`config.mk`:
```
export PLATFORM = sky130hd
export DESIGN_NAME = endian_bus_width_aligner
export DESIGN_NICKNAME = d
export VERILOG_FILES = /design/src/core/endian_bus_width_aligner.v /design/src/core/lane_steer.v /design/src/core/chip_select_control.v
export VERILOG_INCLUDE_DIRS = /design/src /design/src/core
export SDC_FILE = /design/constraint.sdc
export NUM_CORES = 1
export LEC_CHECK = 0
export ABC_AREA = 1
export CORE_MARGIN = 2
export CORE_UTILIZATION = 23
export CTS_CLUSTER_DIAMETER = 50
export DETAILED_ROUTE_END_ITERATION = 8
export DONT_BUFFER_PORTS = 1
export SKIP_LAST_GASP = 1
export SYNTH_ARGS = -nofsm -noshare
export SYNTH_HDL_FRONTEND = slang
export SYNTH_SLANG_ARGS = --single-unit
```
`constraint.sdc`:
```
create_clock -name core_clk -period 3.8 [get_ports core_clk]
set_clock_uncertainty 0.05 [all_clocks]
set_input_delay 0.38 -clock core_clk [delete_from_list [all_inputs] [get_ports core_clk]]
set_output_delay 0.38 -clock core_clk [all_outputs]
set_load 0.01 [all_outputs]
```
`src/core/endian_bus_width_aligner_map.vh`:
```
// Purpose: constants for the endian and bus width aligner
// Assumes: included by bare name from core design files
// Notes:   definitions only
`ifndef ENDIAN_BUS_WIDTH_ALIGNER_MAP_VH
`define ENDIAN_BUS_WIDTH_ALIGNER_MAP_VH

// ----------------------------------------
// Access sizes (internal request)
// ----------------------------------------
`define SIZE_BYTE  2'h0
`define SIZE_WORD  2'h1
`define SIZE_LONG  2'h2

// ----------------------------------------
// External device widths
// ----------------------------------------
`define WIDTH_8    2'h0
`define WIDTH_16   2'h1
`define WIDTH_32   2'h2

// ----------------------------------------
// Device kinds
// ----------------------------------------
`define KIND_ORDINARY 2'h0
`define KIND_SDRAM    2'h1
`define KIND_PCCARD   2'h2

// ----------------------------------------
// Sequencer states, control register reset value and width
// ----------------------------------------
`define ST_IDLE    1'h0
`define ST_CYCLE   1'h1
`define CSCTRL_RESET 7'h00
`define CSCTRL_WIDTH 7

`endif

```
`src/core/endian_bus_width_aligner.v`:
```
// Purpose: align internal accesses to 8/16/32-bit external devices
// Assumes: one request held until accepted; srst is power-on reset
// Notes:   splits wide accesses into consecutive external beats
// Operation
// [RULE1] Endian pin sampled at reset, high little
// [RULE2] Ordinary 8/16/32 wide; DRAM 16/32 only
// [RULE3] PC card interface 8 or 16 only
// [RULE4] Wide access split into consecutive narrow cycles
// [RULE5] Lane alignment and splitting done in hardware
// [RULE6] Line 7 control register matches line 0
// [RULE7] 32-bit big endian byte lanes reversed
// [RULE8] 32-bit big endian words and longword lanes
// [RULE9] 16-bit big endian lanes and longword order
// [RULE10] 8-bit big endian, high byte first
// [RULE11] 32-bit little endian byte lanes direct
// [RULE12] 32-bit little endian words and longword lanes
// [RULE13] 16-bit little endian lanes, low half first
// [RULE14] 8-bit little endian, low byte first
// [RULE15] Unused lane strobes and masks stay negated
`timescale 1ns/1ps
`include "endian_bus_width_aligner_map.vh"

module endian_bus_width_aligner (
  input  wire        core_clk,
  input  wire        srst,
  input  wire        endianSelectPin,
  input  wire        reqValid,
  input  wire        reqWrite,
  input  wire [1:0]  reqSize,
  input  wire [1:0]  reqAddr,
  input  wire [31:0] reqWdata,
  input  wire [1:0]  devWidth,
  input  wire [1:0]  devKind,
  input  wire        extReady,
  input  wire [31:0] extRdata,
  input  wire        csWriteStrobe0,
  input  wire        csWriteStrobe7,
  input  wire [15:0] csWriteData,
  output reg         reqReady,
  output reg         respValid,
  output reg  [31:0] respRdata,
  output reg         respError,
  output reg         extCycle,
  output reg         extWrite,
  output reg  [1:0]  extAddr,
  output reg  [31:0] extWdata,
  output reg         lane0_write_strobe,
  output reg         lane1_write_strobe,
  output reg         lane2_write_strobe,
  output reg         lane3_write_strobe,
  output reg         sdram_lane0_mask,
  output reg         sdram_lane1_mask,
  output reg         sdram_lane2_mask,
  output reg         sdram_lane3_mask,
  output reg         littleEndian,
  output reg  [15:0] chip_select_0_control,
  output reg  [15:0] chip_select_7_control
);

  // ----------------------------------------
  // Decode helpers
  // ----------------------------------------
  // Bytes per beat for a device width
  function [1:0] beatBytesOf;
    input [1:0] w;
    begin
      case (w)
        `WIDTH_8:  beatBytesOf = 2'h1;
        `WIDTH_16: beatBytesOf = 2'h2;
        default:   beatBytesOf = 2'h0;
      endcase
    end
  endfunction

  // Bytes in an access (0 means four)
  function [1:0] accBytesOf;
    input [1:0] s;
    begin
      case (s)
        `SIZE_BYTE: accBytesOf = 2'h1;
        `SIZE_WORD: accBytesOf = 2'h2;
        default:    accBytesOf = 2'h0;
      endcase
    end
  endfunction

  // ----------------------------------------
  // State
  // ----------------------------------------
  reg         state_reg;
  reg         state_next;
  reg         endianCaught_reg;
  reg  [1:0]  beatsLeft_reg;
  reg  [1:0]  beatIndex_reg;
  reg  [1:0]  size_reg;
  reg  [1:0]  baseAddr_reg;
  reg  [1:0]  width_reg;
  reg         write_reg;
  reg  [31:0] wdata_reg;
  reg  [31:0] rdata_reg;
  reg  [31:0] rdataNext;
  reg  [1:0]  beatsNeeded;
  reg         widthLegal;
  reg  [1:0]  beatBytes;
  reg  [1:0]  beatAddr;
  reg  [31:0] beatData;
  reg  [4:0]  beatShift;
  reg         shown_reg;
  wire        beatDone;
  wire        beatOn;
  wire [31:0] laneData;
  wire [3:0]  laneEnable;
  wire [15:0] cs0Read;
  wire [15:0] cs7Read;

  // ----------------------------------------
  // Byte order capture
  // ----------------------------------------
  // [RULE1] catch pin at reset
  // Clocked capture while reset is held; the pin is a strap
  always @(posedge core_clk) begin
    if (srst) begin
      endianCaught_reg <= endianSelectPin;
    end
  end

  // ----------------------------------------
  // Request checks
  // ----------------------------------------
  // [RULE2] [RULE3] legal width per kind
  always @* begin
    case (devKind)
      `KIND_SDRAM:  widthLegal = (devWidth == `WIDTH_16) || (devWidth == `WIDTH_32);
      `KIND_PCCARD: widthLegal = (devWidth == `WIDTH_8) || (devWidth == `WIDTH_16);
      default:      widthLegal = (devWidth != 2'h3);
    endcase
    // [RULE4] beat count from sizes
    case ({reqSize, devWidth})
      {`SIZE_WORD, `WIDTH_8}:  beatsNeeded = 2'h1;
      {`SIZE_LONG, `WIDTH_8}:  beatsNeeded = 2'h3;
      {`SIZE_LONG, `WIDTH_16}: beatsNeeded = 2'h1;
      default:                 beatsNeeded = 2'h0;
    endcase
  end

  // ----------------------------------------
  // Beat formation
  // ----------------------------------------
  // [RULE9] [RULE10] [RULE13] [RULE14] beat order
  // Big endian sends the most significant part first, little the least
  always @* begin
    beatBytes = (beatBytesOf(width_reg) == 2'h0) ? accBytesOf(size_reg) :
                (accBytesOf(size_reg) == 2'h1) ? 2'h1 : beatBytesOf(width_reg);
    beatAddr  = baseAddr_reg + (beatIndex_reg << (beatBytes == 2'h2 ? 1'h1 : 1'h0));
    if (littleEndian)
      beatShift = {beatIndex_reg, 3'h0} << (beatBytes == 2'h2 ? 1'h1 : 1'h0);
    else
      beatShift = {beatsLeft_reg, 3'h0} << (beatBytes == 2'h2 ? 1'h1 : 1'h0);
    beatData  = wdata_reg >> beatShift;
  end

  // [RULE5] [RULE7] [RULE8] [RULE11] [RULE12] lane steering
  lane_steer u_steer (
    .beatData     (beatData),
    .beatBytes    (beatBytes),
    .beatAddr     (beatAddr),
    .devWidth     (width_reg),
    .littleEndian (littleEndian),
    .laneData     (laneData),
    .laneEnable   (laneEnable)
  );

  // Gather read data back into access order
  always @* begin
    rdataNext = rdata_reg;
    case (width_reg)
      `WIDTH_8:
        rdataNext = rdata_reg | ({24'h000000, extRdata[7:0]} << beatShift);
      `WIDTH_16:
        if (beatBytes == 2'h1)
          rdataNext = {24'h000000, laneEnable[1] ? extRdata[15:8] : extRdata[7:0]};
        else
          rdataNext = rdata_reg | ({16'h0000, extRdata[15:0]} << beatShift);
      default:
        rdataNext = (extRdata & {{8{laneEnable[3]}}, {8{laneEnable[2]}},
                                 {8{laneEnable[1]}}, {8{laneEnable[0]}}})
                    >> ({littleEndian ? beatAddr : 2'h0, 3'h0} +
                        (!littleEndian && beatBytes == 2'h1 ? {~beatAddr, 3'h0} :
                         (!littleEndian && beatBytes == 2'h2 && !beatAddr[1]) ? 5'h10 :
                         5'h00));
    endcase
  end

  // ----------------------------------------
  // Sequencer
  // ----------------------------------------
  // A beat completes only on a ready that answers the beat on the pins
  assign beatDone = shown_reg && extReady;
  assign beatOn   = (state_reg == `ST_CYCLE) && !beatDone;

  always @* begin
    state_next = state_reg;
    case (state_reg)
      `ST_IDLE:  if (reqValid && reqReady && widthLegal) state_next = `ST_CYCLE;
      `ST_CYCLE: if (beatDone && beatsLeft_reg == 2'h0) state_next = `ST_IDLE;
      default:   state_next = `ST_IDLE;
    endcase
  end

  // Beat counting, data capture and response outputs, all registered
  always @(posedge core_clk) begin
    if (srst) begin
      state_reg     <= `ST_IDLE;
      shown_reg     <= 1'b0;
      littleEndian  <= 1'b0;
      beatsLeft_reg <= 2'h0;
      beatIndex_reg <= 2'h0;
      size_reg      <= `SIZE_BYTE;
      baseAddr_reg  <= 2'h0;
      width_reg     <= `WIDTH_32;
      write_reg     <= 1'b0;
      wdata_reg     <= 32'h00000000;
      rdata_reg     <= 32'h00000000;
      reqReady      <= 1'b0;
      respValid     <= 1'b0;
      respRdata     <= 32'h00000000;
      respError     <= 1'b0;
    end else begin
      state_reg    <= state_next;
      littleEndian <= endianCaught_reg;
      respValid    <= 1'b0;
      respError    <= 1'b0;
      case (state_reg)
        `ST_IDLE: begin
          reqReady  <= 1'b1;
          shown_reg <= 1'b0;
          if (reqValid && reqReady) begin
            reqReady      <= 1'b0;
            size_reg      <= reqSize;
            baseAddr_reg  <= reqAddr;
            width_reg     <= devWidth;
            write_reg     <= reqWrite;
            wdata_reg     <= reqWdata;
            rdata_reg     <= 32'h00000000;
            beatsLeft_reg <= beatsNeeded;
            beatIndex_reg <= 2'h0;
            // Unsupported width is answered at once, no bus cycle
            if (!widthLegal) begin
              respValid <= 1'b1;
              respError <= 1'b1;
            end
          end
        end
        default: begin
          // Pins reload after every completed beat, so a ready never meets stale lanes
          shown_reg <= !beatDone;
          if (beatDone) begin
            rdata_reg     <= rdataNext;
            beatsLeft_reg <= beatsLeft_reg - 2'h1;
            beatIndex_reg <= beatIndex_reg + 2'h1;
            if (beatsLeft_reg == 2'h0) begin
              respValid <= 1'b1;
              respRdata <= rdataNext;
            end
          end
        end
      endcase
    end
  end

  // ----------------------------------------
  // External pins
  // ----------------------------------------
  // [RULE15] strobes only on carrying lanes
  always @(posedge core_clk) begin
    if (srst) begin
      extCycle           <= 1'b0;
      extWrite           <= 1'b0;
      extAddr            <= 2'h0;
      extWdata           <= 32'h00000000;
      lane0_write_strobe <= 1'b0;
      lane1_write_strobe <= 1'b0;
      lane2_write_strobe <= 1'b0;
      lane3_write_strobe <= 1'b0;
      sdram_lane0_mask   <= 1'b0;
      sdram_lane1_mask   <= 1'b0;
      sdram_lane2_mask   <= 1'b0;
      sdram_lane3_mask   <= 1'b0;
    end else begin
      // Pins load from the held beat; cycle and strobes drop for one cycle after each ready but the last
      extCycle           <= beatOn;
      extWrite           <= write_reg;
      extAddr            <= beatAddr;
      extWdata           <= write_reg ? laneData : 32'h00000000;
      lane0_write_strobe <= beatOn && write_reg && laneEnable[0];
      lane1_write_strobe <= beatOn && write_reg && laneEnable[1];
      lane2_write_strobe <= beatOn && write_reg && laneEnable[2];
      lane3_write_strobe <= beatOn && write_reg && laneEnable[3];
      sdram_lane0_mask   <= beatOn && laneEnable[0];
      sdram_lane1_mask   <= beatOn && laneEnable[1];
      sdram_lane2_mask   <= beatOn && laneEnable[2];
      sdram_lane3_mask   <= beatOn && laneEnable[3];
    end
  end

  // ----------------------------------------
  // Chip-select control registers
  // ----------------------------------------
  // [RULE6] identical line 7 register
  chip_select_control u_cs0 (
    .core_clk    (core_clk),
    .srst        (srst),
    .writeStrobe (csWriteStrobe0),
    .writeData   (csWriteData),
    .readData    (cs0Read)
  );

  chip_select_control u_cs7 (
    .core_clk    (core_clk),
    .srst        (srst),
    .writeStrobe (csWriteStrobe7),
    .writeData   (csWriteData),
    .readData    (cs7Read)
  );

  // Registered copies so top outputs come from flops
  always @(posedge core_clk) begin
    if (srst) begin
      chip_select_0_control <= 16'h0000;
      chip_select_7_control <= 16'h0000;
    end else begin
      chip_select_0_control <= cs0Read;
      chip_select_7_control <= cs7Read;
    end
  end

endmodule

```
`src/core/lane_steer.v`:
```
// Purpose: place one external beat onto the four byte lanes
// Assumes: beat width and byte order fixed for the beat
// Notes:   pure combinational, used by the sequencer each beat
`timescale 1ns/1ps
`include "endian_bus_width_aligner_map.vh"

module lane_steer (
  input  wire [31:0] beatData,
  input  wire [1:0]  beatBytes,
  input  wire [1:0]  beatAddr,
  input  wire [1:0]  devWidth,
  input  wire        littleEndian,
  output reg  [31:0] laneData,
  output reg  [3:0]  laneEnable
);

  // ----------------------------------------
  // Lane placement
  // ----------------------------------------
  // Lane number for a byte offset on a 32-bit bus
  function [1:0] laneOf;
    input [1:0] off;
    input       le;
    begin
      laneOf = le ? off : ~off;
    end
  endfunction

  reg [1:0] lane;

  // Beat data arrives right aligned; shift it onto its lanes
  always @* begin
    laneData   = 32'h00000000;
    laneEnable = 4'h0;
    lane       = 2'h0;
    case (devWidth)
      `WIDTH_8: begin
        laneData   = {24'h000000, beatData[7:0]};
        laneEnable = 4'h1;
      end
      `WIDTH_16: begin
        if (beatBytes == 2'h1) begin
          // Even offset takes the high lane in big endian only
          lane       = {1'b0, beatAddr[0] ^ ~littleEndian};
          laneData   = lane[0] ? {16'h0000, beatData[7:0], 8'h00}
                               : {24'h000000, beatData[7:0]};
          laneEnable = lane[0] ? 4'h2 : 4'h1;
        end else begin
          laneData   = {16'h0000, beatData[15:0]};
          laneEnable = 4'h3;
        end
      end
      default: begin
        if (beatBytes == 2'h1) begin
          lane       = laneOf(beatAddr, littleEndian);
          laneData   = {24'h000000, beatData[7:0]} << {lane, 3'h0};
          laneEnable = 4'h1 << lane;
        end else if (beatBytes == 2'h2) begin
          // Upper half for big endian offset 0 or little endian offset 2
          if (beatAddr[1] ^ ~littleEndian) begin
            laneData   = {beatData[15:0], 16'h0000};
            laneEnable = 4'hC;
          end else begin
            laneData   = {16'h0000, beatData[15:0]};
            laneEnable = 4'h3;
          end
        end else begin
          laneData   = beatData;
          laneEnable = 4'hF;
        end
      end
    endcase
  end

endmodule

```
`src/core/chip_select_control.v`:
```
// Purpose: output-condition control register for one chip-select line
// Assumes: loaded by the surrounding controller through a write pulse
// Notes:   same layout for every line; upper bits read as zero
`timescale 1ns/1ps
`include "endian_bus_width_aligner_map.vh"

module chip_select_control (
  input  wire        core_clk,
  input  wire        srst,
  input  wire        writeStrobe,
  input  wire [15:0] writeData,
  output wire [15:0] readData
);

  reg [`CSCTRL_WIDTH-1:0] control_reg;

  // ----------------------------------------
  // Control register
  // ----------------------------------------
  // Only bits 6..0 hold state
  always @(posedge core_clk) begin
    if (srst) begin
      control_reg <= `CSCTRL_RESET;
    end else if (writeStrobe) begin
      control_reg <= writeData[`CSCTRL_WIDTH-1:0];
    end
  end

  assign readData = {9'h000, control_reg};

endmodule

```
==> results summary <==
The run finished with clean final reports. The portion of the clock cycle consumed by the worst path in the final layout is 92.0%. The fmax came out at 0.286 GHz. The post-synthesis instance area is 0.00898 mm². The internal portion of total power is ~3200 µW. The area share of the largest cell type after synthesis is 41.3%.

In the global route stage, overall resource usage came out at 15.9%. The layout has about 4,300 filler cells. The routed wire length is 32,400 µm. Entering global routing, the biggest net connects 62 pins. The fraction of power spent switching nets came out at 35.0%. The count of port buffers added during placement came out at 0. The slew of the pin with the lowest slew margin is around 1100 ps. Setup violations remaining at the end of the flow were counted as 0. The overall die area came out at approximately 0.041 mm². The number of nets at the end of the flow is ~1,500. The DRC violation total after the first TritonRoute iteration came out at just under 800. The initial utilization of the core area, before any placement, comes to 23.3%. The number of levels the H-tree was split into came out at 4. The signal on the critical path passes through inv_2, nand2_2, nand3_4, nand2_1, inv_1, ha_1, xor2_1, inv_1, nand3_1, nand2_1, inv_1, ha_1, a31oi_1, nand2_1, inv_2, buf_4, nand2_1, nand2_1, o21ai_0, nand2_1, nand2_1, nand2_1, nand3_1, a21oi_1. around 210 I/O pins were placed. For this run, the slowest stage of the critical path takes slightly above 400 ps. The via count of the first global-routing pass is between 8,000 and 9,000. The most common cell in the netlist is sky130_fd_sc_hd__nand2_1. The multiplexer area fraction after synthesis is 0%.

The fraction of synthesized cell area in xor and xnor cells is less than 1%. The largest total area in the synthesized netlist belongs to sky130_fd_sc_hd__dfxtp_1. After synthesis, the largest family of logic cells by area is simple AND/OR/NAND/NOR gates. The combinational cell fraction of total power came out at 20.8%. Clock-pin slew was measured on the worst setup and hold paths at about 80 ps. The final-report max-slew violation count is 0. Summing all multi-input logic gate instances after layout gives between 0.004 and 0.005 mm².

The flip-flop and latch count after synthesis is around 190. The slowest library cell on the worst path is sky130_fd_sc_hd__dfxtp_1. The final core area utilization is roughly 27%. The detailed-placement wirelength estimate came out at around 24,000 µm. In this run the tightest slew margin relative to its limit is between 20% and 30%. Global routing used about a quarter of the available met2 tracks. The shortest period the worst path allows is 3500 ps. The type of destination of the critical path is a flop.

The share of power burned in registers came out at around two fifths. The fraction of layout instances using a drive strength above 1 came out at under 10%. The number of iterations in the first detailed-routing pass is 5. The average detailed-routed wire length per instance came out at about 17 µm.

The count of cell types in the netlist came out at ~40. The leakage component of the power came out at about 0.0044 µW. The synthesis warning total came out at 0. The root buffer cell chosen for the clock tree is sky130_fd_sc_hd__clkbuf_16.

The final weighted congestion of routability-driven global placement is slightly below 1. For the worst setup path, the data required time is roughly 4200 ps. At the worst endpoint, the arrival time is roughly 3800 ps. The routing usage on met3 came out at approximately 4.8%. The adder and majority gate portion of the synthesized area is less than 1%. Among all flip-flop cells after synthesis, the most frequent one is sky130_fd_sc_hd__dfxtp_1.

The TritonCTS clock tree is yes. The number of antenna violations at the first check in global routing is 2. The post-synthesis instance total came out at between 1,000 and 1,500. The fraction of the mapped netlist area in compound gates came out at between 10% and 20%. By area the synthesized netlist is led by sky130_fd_sc_hd__dfxtp_1 41%, sky130_fd_sc_hd__nand2_1 20%, sky130_fd_sc_hd__a21oi_1 6.4%.

The sink count of the clock tree came out at 186. Of the synthesized area, sequential elements account for between 40% and 50%. The die is approximately 200 µm wide. After synthesis, the share of flip-flops with an asynchronous set or reset is 0%. The total via count in the routed design came out at around 8,900.

The commonest cells after synthesis are 467 x sky130_fd_sc_hd__nand2_1, 185 x sky130_fd_sc_hd__dfxtp_1, 114 x sky130_fd_sc_hd__a21oi_1. The die span in y came out at between 200 and 250 µm. Setup repair after global routing could not meet its margin everywhere.

By startpoint and endpoint, the worst setup path is classified as flop to flop. The max capacitance violation total is 0. The layer with the highest usage after global routing is met2. The storage element area is 0.00373 mm². The maximum net fanout on the critical path is 8. The floorplan row count came out at between 70 and 80. The residual antenna-violating net count after detailed routing is 0. In this run the worst hold path is classified as primary input to flop. The synthesized-area fraction occupied by and/or/nand/nor cells is 31.2%. The clock insertion delay at the later pin of the skew report came out at around 470 ps. The total clock buffers created by CTS came out at 17. The tightest hold path in the finished design has a slack of 28.8 ps. Power spread over the standard cell area amounts to about 470 mW/mm². The final-report hold violation count is 0. The first global-routing pass estimated just under 50,000 µm of wire.

The number of buffers and inverters on the critical path is 6. The number of enable-type register cells in the synthesized netlist is 1. The total power draw came out at between 4000 and 5000 µW.

The switching power total is about 1700 µW. The via-per-instance ratio is approximately 4.7. The core footprint came out at 0.0386 mm². The remaining design rule violation count came out at 0. The cell family with the largest share of critical-path delay is simple AND/OR/NAND/NOR gates. The worst setup path is launched from a flop. The residual overflow from global routing is 0. The area added between synthesis and finish is 17.1%.

The met1 usage is around 20%. Among the stages of the critical path, the cell type that occurs most often is sky130_fd_sc_hd__nand2_1. Buffers added to address setup during post-CTS repair amount to 0. The post-synthesis area per instance is around 6.6 µm². The maximum vdd ir drop is around 0.35 mV. The maximum buffer depth of the clock tree is 2.

The portion of total power attributed to the clock network came out at between 30% and 40%.
[layout make-up]
type,count,area share (%)
repair buffers,64,5.59
diodes,2,0.0476
multi-input cells,977,42.3
clock inverters,15,1.96
flip-flops and latches,186,35.5
well taps,518,6.16
clock buffers,17,4.05
inverters,122,4.36
[path summary, 6_finish.rpt]
path                                           start  cells after the start  slack, ps                  endpoint
worst max register to register       accBytesOf.s[1]                     24        300              respRdata[3]
worst max-delay path                 accBytesOf.s[1]                     24        300              respRdata[3]
worst min register to register  u_cs0.control_reg[3]                      2        380  chip_select_0_control[3]
worst min-delay path                     devWidth[1]                      2         30          beatBytesOf.w[1]
[through the flow]
| step | area [µm²] | setup slack (ps) | instances | TNS, ps |
|---|---|---|---|---|
| after global placement | 9490 | 321 | 1831 | 0 |
| after global routing | 10500 | -8.15 | 1901 | -8.15 |
| final | 10500 | 304 | 1901 | 0 |
| after floorplan | 9040 | 779 | 1369 | 0 |
| after CTS | 10500 | 276 | 1899 | 0 |
| after detailed placement | 9490 | 337 | 1831 | 0 |
[logic make-up (layout without fill, tap and decap cells)]
kind of cell,Yosys count,count (layout)
and+or+nand+nor,684,684
AOI/OAI and AO/OA,267,267
buffers and inverters,206,218
DFF,186,186
adders and majority gates,6,6
xor gates and xnor gates,2,2
other,1,20
[per-layer routing]
layer  routed length [µm]  vias up
met5                    0        -
met4                 1400        0
met3                 2600       59
met2                14200      320
met1                14200     4099
li1                     -     4372
[power by group through the flow]
stage	Combinational (µW)	Clock (µW)	Sequential, µW
finish	1040	1890	2040
global route	1160	2030	2050
CTS	1020	1960	2040
detailed placement	971	0	2090
global placement	967	0	2090
floorplan	721	0	2070
[timing repair]
item,CTS,global route
setup endpoints to repair,0,20
gates resized for setup,0,4
hold buffers,36,0
hold endpoints to repair,95,0
[placed cells by master, fill, tap and decap left out, drive strengths merged, types with 5 or more instances in the layout]
cell and count:
ha 6, o21ai 91, nor2 82, buf 29, conb 18, and3 5
nand3 110, dfxtp 185, o22ai 23, o211ai 8, a31oi 11, dlygate4sd3 35
inv 127, clkinv 10, a21oi 114, clkbuf 17, nor3 9, nand2 473
o21a 5, a22oi 5
Note: power is estimated with default switching activity, not from simulation.
